<file path="src/css_pkg.sv">
// shared constants and types for the channel scan sequencer
package css_pkg;
  localparam int          CHAN_W        = 5;
  localparam int          LIST_DEPTH    = 16;
  localparam int          LIST_AW       = 4;
  localparam int          COUNT_W       = 14;
  localparam int          RDG_W         = 24;
  localparam int          TIMER_W       = 32;
  // register byte offsets
  localparam logic [7:0]  CTRL_OFF      = 8'h00;
  localparam logic [7:0]  CMD_OFF       = 8'h04;
  localparam logic [7:0]  RDG_OFF       = 8'h08;
  localparam logic [7:0]  PASS_OFF      = 8'h0c;
  localparam logic [7:0]  CHCNT_OFF     = 8'h10;
  localparam logic [7:0]  TIMER_OFF     = 8'h14;
  localparam logic [7:0]  LEN_OFF       = 8'h18;
  localparam logic [7:0]  STATUS_OFF    = 8'h1c;
  localparam logic [7:0]  STORED_OFF    = 8'h20;
  localparam logic [7:0]  LIST_OFF      = 8'h40;
  // control, command and status field positions
  localparam int          LIST_SEL_BIT  = 0;
  localparam int          STEP_BIT      = 1;
  localparam int          FUNC_LSB      = 4;
  localparam int          PINF_BIT      = 8;
  localparam int          INIT_BIT      = 0;
  localparam int          OPEN_BIT      = 1;
  localparam int          CLOSE_BIT     = 2;
  localparam int          RESTORE_BIT   = 3;
  localparam int          CMD_CH_LSB    = 8;
  localparam int          BUSY_BIT      = 8;
  // measurement functions
  localparam logic [1:0]  FUNC_DC_VOLT  = 2'h0;
  localparam logic [1:0]  FUNC_RES2     = 2'h1;
  localparam logic [1:0]  FUNC_RES4     = 2'h2;
  localparam logic [1:0]  FUNC_AMPS     = 2'h3;
  // channel ranges and pairing
  localparam logic [4:0]  CH_MIN        = 5'h01;
  localparam logic [4:0]  CH_PAIR_MAX   = 5'h0a;
  localparam logic [4:0]  CH_V_MAX      = 5'h14;
  localparam logic [4:0]  CH_AMP_MIN    = 5'h15;
  localparam logic [4:0]  CH_AMP_MAX    = 5'h16;
  localparam logic [4:0]  PAIR_OFFSET   = 5'h0a;
  // count limits and values after reset
  localparam logic [13:0] COUNT_MIN     = 14'h0001;
  localparam logic [13:0] COUNT_MAX     = 14'h2af8;
  localparam logic [13:0] PASS_RST      = 14'h0001;
  localparam logic [13:0] CHCNT_RST     = 14'h0001;
  localparam logic [23:0] RDG_RST       = 24'h000001;
  localparam logic [31:0] TIMER_RST     = 32'h00000000;
  localparam logic [4:0]  LEN_RST       = 5'h01;
  localparam logic [4:0]  LEN_MAX       = 5'h10;

  typedef enum logic [5:0] {
    ST_IDLE  = 6'b000001,
    ST_LOAD  = 6'b000010,
    ST_CLOSE = 6'b000100,
    ST_WAIT  = 6'b001000,
    ST_ADV   = 6'b010000,
    ST_INTV  = 6'b100000
  } css_state_type;
endpackage

</file>
<file path="src/css_mem_if.sv">
// channel list memory connection between sequencer and its list store
`timescale 1ns/1ps
`default_nettype none
interface css_mem_if;
  logic       wr_en;
  logic [3:0] wr_addr;
  logic [4:0] wr_data;
  logic [3:0] a_addr;
  logic [4:0] a_data;
  logic [3:0] b_addr;
  logic [4:0] b_data;
  modport ctrl (output wr_en, output wr_addr, output wr_data, output a_addr, output b_addr,
                input a_data, input b_data);
  modport mem  (input wr_en, input wr_addr, input wr_data, input a_addr, input b_addr,
                output a_data, output b_data);
endinterface
`default_nettype wire

</file>
<file path="src/css_scan_seq.sv">
// channel scan sequencer top: apb registers, relay map and scan state machine
`timescale 1ns/1ps
`default_nettype none
module css_scan_seq (
  input  wire logic        pclk,
  input  wire logic        presetn,
  input  wire logic        psel,
  input  wire logic        penable,
  input  wire logic        pwrite,
  input  wire logic [7:0]  paddr,
  input  wire logic [31:0] pwdata,
  output logic      [31:0] prdata,
  output logic             pready,
  output logic             pslverr,
  input  wire logic        reading_done,
  output logic             meas_start,
  output logic             store_strobe,
  output logic      [31:0] relay_close,
  output logic      [1:0]  function_sel
);
  css_mem_if mif ();

  css_list_mem u_mem (
    .pclk (pclk),
    .mif  (mif)
  );

  function automatic logic chan_valid(input logic [4:0] ch, input logic [1:0] fn);
    logic ok;
    ok = 1'b0;
    case (fn)
      css_pkg::FUNC_AMPS: ok = (ch >= css_pkg::CH_AMP_MIN) && (ch <= css_pkg::CH_AMP_MAX);
      css_pkg::FUNC_RES4: ok = (ch >= css_pkg::CH_MIN) && (ch <= css_pkg::CH_PAIR_MAX);
      default:            ok = (ch >= css_pkg::CH_MIN) && (ch <= css_pkg::CH_V_MAX);
    endcase
    return ok;
  endfunction

  function automatic logic [13:0] clamp_count(input logic [31:0] v);
    logic [13:0] r;
    r = v[13:0];
    if (v < 32'(css_pkg::COUNT_MIN))
      r = css_pkg::COUNT_MIN;
    else if (v > 32'(css_pkg::COUNT_MAX))
      r = css_pkg::COUNT_MAX;
    return r;
  endfunction

  // apb decode; every transfer takes one wait cycle so list reads come from a register
  // writes land on the completing edge, the one at which the master sees pready high
  logic        acc;
  logic        wr_acc;
  logic        hit_list;
  logic        hit_reg;
  logic        mapped;
  logic [7:0]  roff;
  assign acc      = psel && penable && !pready;
  assign wr_acc   = psel && penable && pready && pwrite;
  assign roff     = {paddr[7:2], 2'b00};
  assign hit_list = (roff >= css_pkg::LIST_OFF);
  assign hit_reg  = (roff <= css_pkg::STORED_OFF);
  assign mapped   = hit_list || hit_reg;

  logic        list_sel_reg;
  logic        step_reg;
  logic        pinf_reg;
  logic [1:0]  func_reg;
  logic [23:0] rdg_reg;
  logic [13:0] pass_cnt_reg;
  logic [13:0] chcnt_reg;
  logic [31:0] intv_reg;
  logic [4:0]  len_reg;
  logic [4:0]  chan_reg;
  logic [31:0] prdata_reg;
  logic        pready_reg;
  logic        pslverr_reg;

  logic        w_ctrl;
  logic        w_cmd;
  logic        cmd_init;
  logic        cmd_open;
  logic        cmd_close;
  logic        cmd_restore;
  assign w_ctrl      = wr_acc && (roff == css_pkg::CTRL_OFF);
  assign w_cmd       = wr_acc && (roff == css_pkg::CMD_OFF);
  assign cmd_init    = w_cmd && pwdata[css_pkg::INIT_BIT];
  assign cmd_open    = w_cmd && pwdata[css_pkg::OPEN_BIT];
  assign cmd_close   = w_cmd && pwdata[css_pkg::CLOSE_BIT];
  assign cmd_restore = w_cmd && pwdata[css_pkg::RESTORE_BIT];

  assign mif.wr_en   = wr_acc && hit_list;
  assign mif.wr_addr = paddr[5:2];
  assign mif.wr_data = pwdata[4:0];
  assign mif.a_addr  = paddr[5:2];

  // reading done arrives from the meter side, so it is synchronised first
  logic done_s1_reg;
  logic done_s2_reg;
  logic done_d_reg;
  logic done_edge;
  assign done_edge = done_s2_reg && !done_d_reg;

  css_pkg::css_state_type state_reg;
  css_pkg::css_state_type state_next;
  logic [3:0]  entry_reg;
  logic [3:0]  entry_next;
  logic [13:0] cip_reg;
  logic [13:0] cip_next;
  logic [13:0] pass_reg;
  logic [13:0] pass_next;
  logic [23:0] stored_reg;
  logic [23:0] stored_next;
  logic [31:0] timer_reg;
  logic        tick_reg;
  logic        meas_reg;
  logic        store_reg;
  logic [31:0] relay_reg;

  logic        busy;
  logic        start_go;
  logic        abort;
  logic        last_in_pass;
  logic        runs_out;
  logic        intv_done;
  logic        tick_take;
  logic        seq_close;
  assign busy         = (state_reg != css_pkg::ST_IDLE);
  assign start_go     = !busy && list_sel_reg && cmd_init;
  assign abort        = busy && (!list_sel_reg || cmd_restore);
  assign last_in_pass = (5'(entry_reg) + 5'h01 >= len_reg) || (cip_reg + 14'h0001 >= chcnt_reg);
  assign runs_out     = !pinf_reg && (pass_reg + 14'h0001 >= pass_cnt_reg);
  assign intv_done    = (intv_reg == 32'h00000000) || tick_reg;
  assign tick_take    = (state_reg == css_pkg::ST_INTV) && intv_done;
  assign seq_close    = (state_reg == css_pkg::ST_CLOSE) && chan_valid(mif.b_data, func_reg);
  assign mif.b_addr   = entry_reg;

  always_comb
  begin
    state_next  = state_reg;
    entry_next  = entry_reg;
    cip_next    = cip_reg;
    pass_next   = pass_reg;
    stored_next = stored_reg;
    case (state_reg)
      css_pkg::ST_IDLE:
      begin
        if (start_go)
        begin
          entry_next  = 4'h0;
          cip_next    = 14'h0000;
          pass_next   = 14'h0000;
          stored_next = 24'h000000;
          state_next  = css_pkg::ST_LOAD;
        end
      end
      css_pkg::ST_LOAD:  state_next = css_pkg::ST_CLOSE;
      css_pkg::ST_CLOSE: state_next = seq_close ? css_pkg::ST_WAIT : css_pkg::ST_ADV;
      css_pkg::ST_WAIT:
      begin
        if (done_edge)
        begin
          stored_next = stored_reg + 24'h000001;
          state_next  = (stored_next >= rdg_reg) ? css_pkg::ST_IDLE : css_pkg::ST_ADV;
        end
      end
      css_pkg::ST_ADV:
      begin
        if (last_in_pass)
        begin
          entry_next = 4'h0;
          cip_next   = 14'h0000;
          pass_next  = pass_reg + 14'h0001;
          state_next = runs_out ? css_pkg::ST_IDLE : css_pkg::ST_INTV;
        end
        else
        begin
          entry_next = entry_reg + 4'h1;
          cip_next   = cip_reg + 14'h0001;
          state_next = step_reg ? css_pkg::ST_INTV : css_pkg::ST_LOAD;
        end
      end
      css_pkg::ST_INTV:  state_next = intv_done ? css_pkg::ST_LOAD : css_pkg::ST_INTV;
      default:           state_next = css_pkg::ST_IDLE;
    endcase
    if (abort)
    begin
      state_next = css_pkg::ST_IDLE;
    end
  end

  always_ff @(posedge pclk or negedge presetn)
  begin
    if (!presetn)
    begin
      state_reg  <= css_pkg::ST_IDLE;
      entry_reg  <= 4'h0;
      cip_reg    <= 14'h0000;
      pass_reg   <= 14'h0000;
      stored_reg <= 24'h000000;
      store_reg  <= 1'b0;
      meas_reg   <= 1'b0;
    end
    else
    begin
      state_reg  <= state_next;
      entry_reg  <= entry_next;
      cip_reg    <= cip_next;
      pass_reg   <= pass_next;
      stored_reg <= stored_next;
      store_reg  <= (state_reg == css_pkg::ST_WAIT) && done_edge && !abort;
      meas_reg   <= seq_close && !abort;
    end
  end

  // timer from launch; set wins over the interval state's take
  always_ff @(posedge pclk or negedge presetn)
  begin
    if (!presetn)
    begin
      timer_reg <= css_pkg::TIMER_RST;
      tick_reg  <= 1'b0;
    end
    else if (start_go || !busy)
    begin
      timer_reg <= intv_reg;
      tick_reg  <= 1'b0;
    end
    else if (timer_reg <= 32'h00000001)
    begin
      timer_reg <= intv_reg;
      tick_reg  <= 1'b1;
    end
    else
    begin
      timer_reg <= timer_reg - 32'h00000001;
      tick_reg  <= tick_reg && !tick_take;
    end
  end

  always_ff @(posedge pclk or negedge presetn)
  begin
    if (!presetn)
    begin
      done_s1_reg <= 1'b0;
      done_s2_reg <= 1'b0;
      done_d_reg  <= 1'b0;
    end
    else
    begin
      done_s1_reg <= reading_done;
      done_s2_reg <= done_s1_reg;
      done_d_reg  <= done_s2_reg;
    end
  end

  // configuration registers
  always_ff @(posedge pclk or negedge presetn)
  begin
    if (!presetn)
    begin
      list_sel_reg <= 1'b0;
      step_reg     <= 1'b0;
      pinf_reg     <= 1'b0;
      func_reg     <= css_pkg::FUNC_DC_VOLT;
      rdg_reg      <= css_pkg::RDG_RST;
      pass_cnt_reg <= css_pkg::PASS_RST;
      chcnt_reg    <= css_pkg::CHCNT_RST;
      intv_reg     <= css_pkg::TIMER_RST;
      len_reg      <= css_pkg::LEN_RST;
    end
    else if (cmd_restore)
    begin
      list_sel_reg <= 1'b0;
      func_reg     <= css_pkg::FUNC_DC_VOLT;
      pass_cnt_reg <= css_pkg::PASS_RST;
    end
    else if (wr_acc)
    begin
      if (w_ctrl)
      begin
        list_sel_reg <= pwdata[css_pkg::LIST_SEL_BIT];
        step_reg <= pwdata[css_pkg::STEP_BIT];
        pinf_reg <= pwdata[css_pkg::PINF_BIT];
        func_reg <= pwdata[css_pkg::FUNC_LSB +: 2];
      end
      if (roff == css_pkg::RDG_OFF)
        rdg_reg <= (pwdata[23:0] == 24'h000000) ? css_pkg::RDG_RST : pwdata[23:0];
      if (roff == css_pkg::PASS_OFF)
        pass_cnt_reg <= clamp_count(pwdata);
      if (roff == css_pkg::CHCNT_OFF)
        chcnt_reg <= clamp_count(pwdata);
      if (roff == css_pkg::TIMER_OFF)
        intv_reg <= pwdata;
      if (roff == css_pkg::LEN_OFF)
        len_reg <= (pwdata[4:0] == 5'h00 || pwdata[4:0] > css_pkg::LEN_MAX) ?
                   css_pkg::LEN_MAX : pwdata[4:0];
    end
  end

  // single closed input channel, new one replaces the old
  always_ff @(posedge pclk or negedge presetn)
  begin
    if (!presetn)
      chan_reg <= 5'h00;
    else if (cmd_restore || cmd_open)
      chan_reg <= 5'h00;
    else if (seq_close && !abort)
      chan_reg <= mif.b_data;
    else if (cmd_close && !busy)
      chan_reg <= pwdata[css_pkg::CMD_CH_LSB +: 5];
  end

  logic        pair_on;
  logic [4:0]  pair_ch;
  logic [31:0] relay_next;
  assign pair_on    = (func_reg == css_pkg::FUNC_RES4) && (chan_reg >= css_pkg::CH_MIN) &&
                      (chan_reg <= css_pkg::CH_PAIR_MAX);
  assign pair_ch    = chan_reg + css_pkg::PAIR_OFFSET;
  assign relay_next = ((chan_reg == 5'h00) ? 32'h00000000 : (32'h00000001 << chan_reg)) |
                      (pair_on ? (32'h00000001 << pair_ch) : 32'h00000000);

  always_ff @(posedge pclk or negedge presetn)
  begin
    if (!presetn)
      relay_reg <= 32'h00000000;
    else
      relay_reg <= relay_next;
  end

  logic [31:0] rd_mux;
  assign rd_mux =
    hit_list ? {27'h0000000, mif.a_data} :
    (roff == css_pkg::CTRL_OFF)   ? {23'h000000, pinf_reg, 2'b00, func_reg, 2'b00, step_reg,
                                     list_sel_reg} :
    (roff == css_pkg::RDG_OFF)    ? {8'h00, rdg_reg} :
    (roff == css_pkg::PASS_OFF)   ? {18'h00000, pass_cnt_reg} :
    (roff == css_pkg::CHCNT_OFF)  ? {18'h00000, chcnt_reg} :
    (roff == css_pkg::TIMER_OFF)  ? intv_reg :
    (roff == css_pkg::LEN_OFF)    ? {27'h0000000, len_reg} :
    (roff == css_pkg::STATUS_OFF) ? {23'h000000, busy, 3'b000, chan_reg} :
    (roff == css_pkg::STORED_OFF) ? {8'h00, stored_reg} : 32'h00000000;

  always_ff @(posedge pclk or negedge presetn)
  begin
    if (!presetn)
    begin
      pready_reg  <= 1'b0;
      pslverr_reg <= 1'b0;
      prdata_reg  <= 32'h00000000;
    end
    else
    begin
      pready_reg  <= acc;
      pslverr_reg <= acc && !mapped;
      prdata_reg  <= (acc && !pwrite) ? rd_mux : 32'h00000000;
    end
  end

  assign prdata       = prdata_reg;
  assign pready       = pready_reg;
  assign pslverr      = pslverr_reg;
  assign meas_start   = meas_reg;
  assign store_strobe = store_reg;
  assign relay_close  = relay_reg;
  assign function_sel = func_reg;

  a_store_bound: assert property (@(posedge pclk) disable iff (!presetn)
    store_reg |-> (stored_reg != 24'h000000) && (stored_reg <= rdg_reg))
    else $error("reading stored beyond reading count");
  a_halt_done: assert property (@(posedge pclk) disable iff (!presetn)
    store_reg && (stored_reg == rdg_reg) |-> !busy ##1 !busy)
    else $error("sequencer still running after last reading");
  a_one_input: assert property (@(posedge pclk) disable iff (!presetn)
    $countones(relay_reg) <= 2)
    else $error("more than one input channel closed");
  a_pair_close: assert property (@(posedge pclk) disable iff (!presetn)
    pair_on |=> (relay_reg == ((32'h00000001 << $past(chan_reg)) |
                               (32'h00000001 << $past(pair_ch)))))
    else $error("four-wire sense channel not closed with its pair");
  a_valid_chan: assert property (@(posedge pclk) disable iff (!presetn)
    meas_reg |-> chan_valid(chan_reg, func_reg) || !$stable(func_reg))
    else $error("measurement on a channel invalid for the function");
  a_abort_stop: assert property (@(posedge pclk) disable iff (!presetn)
    busy && !list_sel_reg |=> !busy ##1 !store_reg)
    else $error("scan kept running with list select off");
  a_need_init: assert property (@(posedge pclk) disable iff (!presetn)
    !busy && !start_go |=> !busy)
    else $error("scan started without an initiate command");
  a_timer_launch: assert property (@(posedge pclk) disable iff (!presetn)
    start_go |=> (timer_reg == $past(intv_reg)) && !tick_reg)
    else $error("interval timer not loaded at launch");
  a_intv_hold: assert property (@(posedge pclk) disable iff (!presetn)
    (state_reg == css_pkg::ST_INTV) && !intv_done && list_sel_reg && !cmd_restore
    |=> state_reg == css_pkg::ST_INTV)
    else $error("pass started before interval expired");
  a_restore_def: assert property (@(posedge pclk) disable iff (!presetn)
    cmd_restore |=> (func_reg == css_pkg::FUNC_DC_VOLT) && (pass_cnt_reg == css_pkg::PASS_RST)
                    && (chan_reg == 5'h00) ##1 (relay_reg == 32'h00000000))
    else $error("defaults not restored");
  a_count_range: assert property (@(posedge pclk) disable iff (!presetn)
    (pass_cnt_reg >= css_pkg::COUNT_MIN) && (pass_cnt_reg <= css_pkg::COUNT_MAX) &&
    (chcnt_reg >= css_pkg::COUNT_MIN) && (chcnt_reg <= css_pkg::COUNT_MAX))
    else $error("pass or channel count out of range");

  c_launch: cover property (@(posedge pclk) disable iff (!presetn) start_go);
  c_second_pass: cover property (@(posedge pclk) disable iff (!presetn)
    busy && (pass_reg == 14'h0001) && store_reg);
  c_four_wire: cover property (@(posedge pclk) disable iff (!presetn) pair_on && busy);
  c_finish: cover property (@(posedge pclk) disable iff (!presetn)
    store_reg && (stored_reg == rdg_reg));
endmodule
`default_nettype wire

</file>
<file path="src/css_list_mem.sv">
// scan list store: one write port, two registered read ports
`timescale 1ns/1ps
`default_nettype none
module css_list_mem (
  input  wire logic pclk,
  css_mem_if.mem    mif
);
  logic [4:0] store_reg [0:15];
  logic [4:0] a_reg;
  logic [4:0] b_reg;

  // no reset on the array; entries are defined by software before a launch
  always_ff @(posedge pclk)
  begin
    if (mif.wr_en)
    begin
      store_reg[mif.wr_addr] <= mif.wr_data;
    end
    a_reg <= store_reg[mif.a_addr];
    b_reg <= store_reg[mif.b_addr];
  end

  assign mif.a_data = a_reg;
  assign mif.b_data = b_reg;
endmodule
`default_nettype wire

</file>
<file path="config.mk">
export PLATFORM = sky130hd
export DESIGN_NAME = css_scan_seq
export DESIGN_NICKNAME = d
export VERILOG_FILES = /design/src/css_pkg.sv /design/src/css_mem_if.sv /design/src/css_scan_seq.sv /design/src/css_list_mem.sv
export SDC_FILE = /design/constraint.sdc
export NUM_CORES = 1
export LEC_CHECK = 0
export BUFFER_PORTS_ARGS = -buffer_cell sky130_fd_sc_hd__buf_2
export CELL_PAD_IN_SITES_DETAIL_PLACEMENT = 1
export CELL_PAD_IN_SITES_GLOBAL_PLACEMENT = 1
export CORE_MARGIN = 2
export CORE_UTILIZATION = 44
export CTS_CLUSTER_DIAMETER = 200
export CTS_CLUSTER_SIZE = 40
export DETAILED_ROUTE_END_ITERATION = 16
export GPL_ROUTABILITY_DRIVEN = 0
export PLACE_DENSITY = 0.8
export SYNTH_ARGS = -nofsm -noshare
export SYNTH_HDL_FRONTEND = slang
export SYNTH_HIERARCHICAL = 1
export SYNTH_SLANG_ARGS = --single-unit
</file>
<file path="constraint.sdc">
create_clock -name pclk -period 3.25 [get_ports pclk]
set_input_delay 0.325 -clock pclk [delete_from_list [all_inputs] [get_ports pclk]]
set_output_delay 0.325 -clock pclk [all_outputs]
set_load 0.02 [all_outputs]
</file>
After elaboration in Yosys (flattened, before gate mapping)
Memories as Yosys holds them, arrays and structs flattened. A register that Yosys moved wholly into a read port is not among the register bits.
Cells that the tools add are included.
W data, S select, Z words.
{ "op_classes": {"n_eq_ne": 22, "n_lt_le_gt_ge": 17, "n_reduce_logical": 68, "bitwise": 2, "shift": 2, "muxes": 56, "n_addsub": 7} }
{ "op_table": {"columns": ["cell", "n"], "rows": [
  ["$mux W32", 11],
  ["$mux W24", 6],
  ["$mux W14", 8],
  ["$shl A1 B5 Y32 const A", 2],
  ["$pmux W14 S2", 2],
  ["$pmux W24 S2", 1],
  ["$mux W6", 7],
  ["$pmux W6 S6", 1],
  ["$gt A32 B14 Y1 const B", 1],
  ["$le A32 B1 Y1 const B", 1],
  ["$logic_not A32 Y1", 1],
  ["$lt A32 B1 Y1 const B", 1],
  ["$or A32 B32 Y32", 1],
  ["$sub A32 B1 Y32 const B", 1],
  ["$eq A6 B3 Y1 const B", 5],
  ["$logic_and A1 B1 Y1", 30],
  ["$mux W5", 6],
  ["$add A14 B1 Y14 const B", 2],
  ["$ge A14 B14 Y1", 2],
  ["$add A24 B1 Y24 const B", 1],
  ["$ge A24 B24 Y1", 1],
  ["$logic_not A24 Y1", 1],
  ["$reduce_and A3 Y1", 7],
  ["$eq A6 B2 Y1 const B", 3],
  ["32 further kinds", 72]
]} }
{ "word_totals": {"wordCells": 201, "memories": 1, "register_bits": 265, "input_bits": 46, "output_inout_bits": 70, "ram_bits": 80} }
{ "mem_list": {"columns": ["name", "depth", "width", "rd", "rd_ports_with_merged_regs", "write_ports", "line_no", "source"], "rows": [
  ["u_mem.store_reg", 16, 5, 2, 2, 1, "css_list_mem.sv:8", "logic [4:0] store_reg [0:15];"]
]} }

Depth between registers and ports, before layout
{ "logic_depth": {"depth_word": 11, "depth_mapped": 14, "ltp_nobuf": 13} }

By module
The synthesis kept the hierarchy.
{ "by_module_without_submodules": {"columns": ["module", "cells_each", "seq_area_each_um2", "n_inst", "area_each_um2"], "rows": [
  ["css_scan_seq", 1490, 6637.6, 1, 14149.8],
  ["css_list_mem", 207, 2602.5, 1, 3911.3]
]} }

Worst setup path after synthesis
OpenSTA, ideal clock, no wires.
{ "synth_path": {"kind": "register to register", "startpoint": "register stored_reg[0]", "endpoint": "register state_reg[0]", "synth_period_minus_slack_ps": 3303, "setup_ps": 83, "required_ps": 3167, "t_arrival_ps": 3219, "path_slack_ps": -53, "path_buffers": 1, "stages_incl_launch_ff": 15, "path_cell_list": "dfrtp_1 > ha_1 > inv_1 > nor3_1 > and3_1 > clkbuf_1 > nand3_1 > xnor2_1 > ha_1 > a21o_1 > a21o_1 > a21oi_1 > o21ai_0 > a21o_1 > a221o_1"} }
{ "synth_between": {"elab_chain_len": 6} }
{ "synth_lines": {"columns": ["item", "line_no", "source"], "rows": [
  ["from (decl)", "css_scan_seq.sv:111", "logic [23:0] stored_reg;"],
  ["from (signal assigned)", "css_scan_seq.sv:209", "stored_reg <= stored_next;"],
  ["$add A24 B1 Y24", "css_scan_seq.sv:162", "stored_next = stored_reg + 24'h000001;"],
  ["$ge A24 B24 Y1", "css_scan_seq.sv:163", "state_next = (stored_next >= rdg_reg) ? css_pkg::ST_IDLE : css_pkg::ST_ADV;"],
  ["$mux W5", "css_scan_seq.sv:163", null],
  ["$mux W6", "css_scan_seq.sv:160", "if (done_edge)"],
  ["$pmux W6 S6", "css_scan_seq.sv:144", "case (state_reg)"],
  ["$mux W6", "css_scan_seq.sv:185", "if (abort)"],
  ["to (signal assigned)", "css_scan_seq.sv:195", "state_reg <= css_pkg::ST_IDLE;"],
  ["to (signal assigned)", "css_scan_seq.sv:205", "state_reg <= state_next;"],
  ["to (decl)", "css_scan_seq.sv:103", "css_pkg::css_state_type state_reg;"]
]} }
Every way passes these cells. The select of a mux whose other input is x is not followed.
A chain may end at the register's enable or synchronous reset.

Worst setup path in the final report
{ "layout_path": {"startpoint": "register pass_reg[0]", "endpoint": "register state_reg[0]"} }
{ "layout_between": {"elab_chain_len": 7} }
{ "layout_lines": {"columns": ["item", "line_no", "source"], "rows": [
  ["from (decl)", "css_scan_seq.sv:109", "logic [13:0] pass_reg;"],
  ["from (signal assigned)", "css_scan_seq.sv:208", "pass_reg <= pass_next;"],
  ["$add A14 B1 Y14", "css_scan_seq.sv:131", "assign runs_out = !pinf_reg && (pass_reg + 14'h0001 >= pass_cnt_reg);"],
  ["$ge A14 B14 Y1", "css_scan_seq.sv:131", null],
  ["$logic_and A1 B1 Y1", "css_scan_seq.sv:131", null],
  ["$mux W6", "css_scan_seq.sv:173", "state_next = runs_out ? css_pkg::ST_IDLE : css_pkg::ST_INTV;"],
  ["$mux W6", "css_scan_seq.sv:168", "if (last_in_pass)"],
  ["$pmux W6 S6", "css_scan_seq.sv:144", null],
  ["$mux W6", "css_scan_seq.sv:185", null]
]} }
Every way passes these cells.

==> results.cfg <==
[floorplan]
rows = 74
start_util_pct = 44.4
die_x_um = 207
placeableCoreArea_sq_um = 40600
ios = 116
die_h_um = 207
dieArea_sq_um = 42700

[timing]
min_period_ns = 3.14
setup_viol = 0
layout_setup_ws_ns = 0.107
hold_ws_ns = 0.0371
fmax_ghz = 0.318
fin_crit_sh_pct = 96.7
relSlewSlack_pct = 35.9
slew_viol_final = 0
fin_worst_skew_ns = 0.0249
hold_viol = 0
final.setup.tns_ns = 0
tightest_slew_ns = 0.953

[layout]
finalInstanceArea_sq_um = 20100
final_util_pct = 49.4
nets = 1931
drive_above_1_share_pct = 17.5
layoutNonFillerInstCount = 2361
area_growth_pct = 11.2
largest_reg_flops = 80

[setup_path]
cp-start-kind = register
r2r-end = state_reg[0]
crit_required_ns = 3.73
end_kind = register
arrival_ns = 3.62
rr_startpoint = pass_reg[0]
reg2reg_slack_ns = 0.11
cp_max_fo = 4
critPathKind = register to register
reg2regPathDepth = 12

[global_routing]
gr-total-overflow = 0
first_global_vias = 15043
grt_use_total_pct = 26.3
grt_max_degree = 87
grt_pass1_wl_um = 86300
antenna_found_initial = 6

[power_and_ir_drop]
power_density_nw_per_um2 = 363
seq_power_share_pct = 63.3
swShare_pct = 24.1
vdd_drop_max_uv = 467
power.switching_mw = 1.76
p_int_mw = 5.54
p_leak_nw = 8.73
power_frac_comb_pct = 7.7
fin_total_pwr_mw = 7.30
power_frac_clock_pct = 29.0

[clocking]
clk_pin_slew_ns = 0.15
cts_max_path_buffers = 3
cts_buffers = 12
clock-sinks = 355
cts.root.buffer_cell = clkbuf_16
h-tree-depth = 1
insertion_delay_ns = 0.53
cts_tree = built

[place]
port-buffer-count = 113
placedCellCount = 2332
detailed_place_hpwl_um = 41000
dp_slack_ns = -0.0654
placed_area_sq_um = 19600

[yosys]
syn_inst = 1697
netlist.top_cell.by_area = dfrtp_1
synthFlopType = dfrtp_1
ys_warn_count = 6
avgSynthCellArea_sq_um = 10.6
yosysSeqAreaShare_pct = 51.2
synth_nets = 1808
synth_seq_cells = 355
synth_edf_count = 80
syn_area_sq_um = 18100
ys_types = 74
async_reset_ff_share_pct = 74.6
synth_area_leaders = dfrtp_1, edfxtp_1, mux4_2
synth_top_area_share_pct = 36.0

[drt]
ant_nets = 0
drtPass1Iterations = 6
routed_wl_um = 55300
wl_per_cell_um = 23.4
vias = 14439
drtIter0Drc = 1159
drc = 0
routed_via_density = 6.12

[hold_path]
hold_depth = 3
hold_end = rdg_reg[17]
hold_path.class = primary input to register
min_from = pwdata[17]

[flow_run]
cap_violations = 0

[run_status]
outcome = complete, no violations
## power by group through the flow
stage / logic, mW / registers, mW / clock network (mW)
2_1_floorplan: 0.284 / 4.70 / 0
3_3_place_gp: 0.531 / 4.70 / 0
3_5_place_dp: 0.552 / 4.70 / 0
4_1_cts: 0.558 / 4.62 / 2.16
5_1_grt: 0.616 / 4.62 / 2.30
6_report: 0.560 / 4.62 / 2.12
## cell type report
class / count / area [sq um]
fillers: 4423 / 20600
inverters: 81 / 304
clock inverters: 1 / 8.76
well taps: 532 / 666
clock buffers: 19 / 348
multi-input cells: 1177 / 8270
diodes: 3 / 7.51
repair buffers: 193 / 1230
flip-flops and latches: 355 / 9240
## cells in the mapped netlist (29+ instances only)
| library cell | instances |
|---|---|
| a21oi_1 | 75 |
| a31oi_1 | 43 |
| xnor2_1 | 53 |
| nand2_1 | 164 |
| dfrtp_1 | 260 |
| nor2_1 | 105 |
| inv_1 | 80 |
| nand3_1 | 54 |
| mux4_2 | 40 |
| o21ai_0 | 122 |
| ha_1 | 65 |
| nor2b_1 | 29 |
| nor3_1 | 35 |
| edfxtp_1 | 80 |
| clkbuf_1 | 61 |
| and3_1 | 34 |
## worst max-delay path by stage
stage,startpoint,endpoint,slack [ns],cells after the start
floorplan,cip_reg[2],cip_reg[8],0.01,14
global placement,pass_reg[0],state_reg[0],0.05,12
detailed placement,pass_reg[0],state_reg[0],-0.07,12
CTS,pass_reg[0],state_reg[0],-0.01,12
global route,cip_reg[4],state_reg[1],-0.07,14
finish,pass_reg[0],state_reg[0],0.11,12
## cells by family (layout without fill, tap and decap cells)
| family | Yosys count | in the layout | share of synthesized area [%] |
|---|---|---|---|
| adders and majority gates | 65 | 65 | 4.50 |
| AOI/OAI and AO/OA | 412 | 412 | 14.8 |
| other | 0 | 3 | 0 |
| muxes | 70 | 70 | 6.83 |
| and+or+nand+nor | 551 | 551 | 15.2 |
| DFF | 355 | 355 | 51.2 |
| xor gates and xnor gates | 79 | 79 | 3.83 |
| buffers and inverters | 165 | 294 | 3.71 |
## routing by layer
layer  vias to the layer above  GRT usage [%]  part of all wire (%)
met3                       115           5.10                   6.7
met1                      7354           34.9                    42
met2                       490           43.3                    48
met4                         6           9.08                   3.4
li1                       6474              -                     -
met5                         -          0.806                  0.13
## cells in the final DEF, fill, tap and decap left out, types with 29 or more instances in the layout
cell type    n
ha_1        63
edfxtp_1    80
nor2_1     105
inv_1       80
a21oi_1     73
a31oi_1     43
and3_1      29
nor2b_1     29
mux4_2      40
nor3_1      29
o21ai_0    119
buf_4       74
dfrtp_1    259
nand2_1    162
xnor2_1     51
nand3_1     53
buf_2      112
## worst max-delay path, stage by stage, from the launching register on
cell	delay, ns
dfrtp_1	0.43
ha_2	0.20
and3_4	0.18
and3_4	0.18
and3_4	0.19
and3_4	0.18
xor2_1	0.15
ha_1	0.29
nand2_1	0.08
or4_4	0.52
o32a_1	0.35
nor3_4	0.22
a221o_1	0.15
## what timing repair did
| item | 4_1_cts | 5_1_grt |
|---|---|---|
| hold buffers | 2 | 0 |
| gates resized for setup | 2 | 30 |
| setup endpoints to repair | 10 | 36 |
| setup buffers | 0 | 4 |
| pin swaps | 0 | 7 |
| hold endpoints to repair | 51 | 0 |
Note: power is estimated with default switching activity, not from simulation.
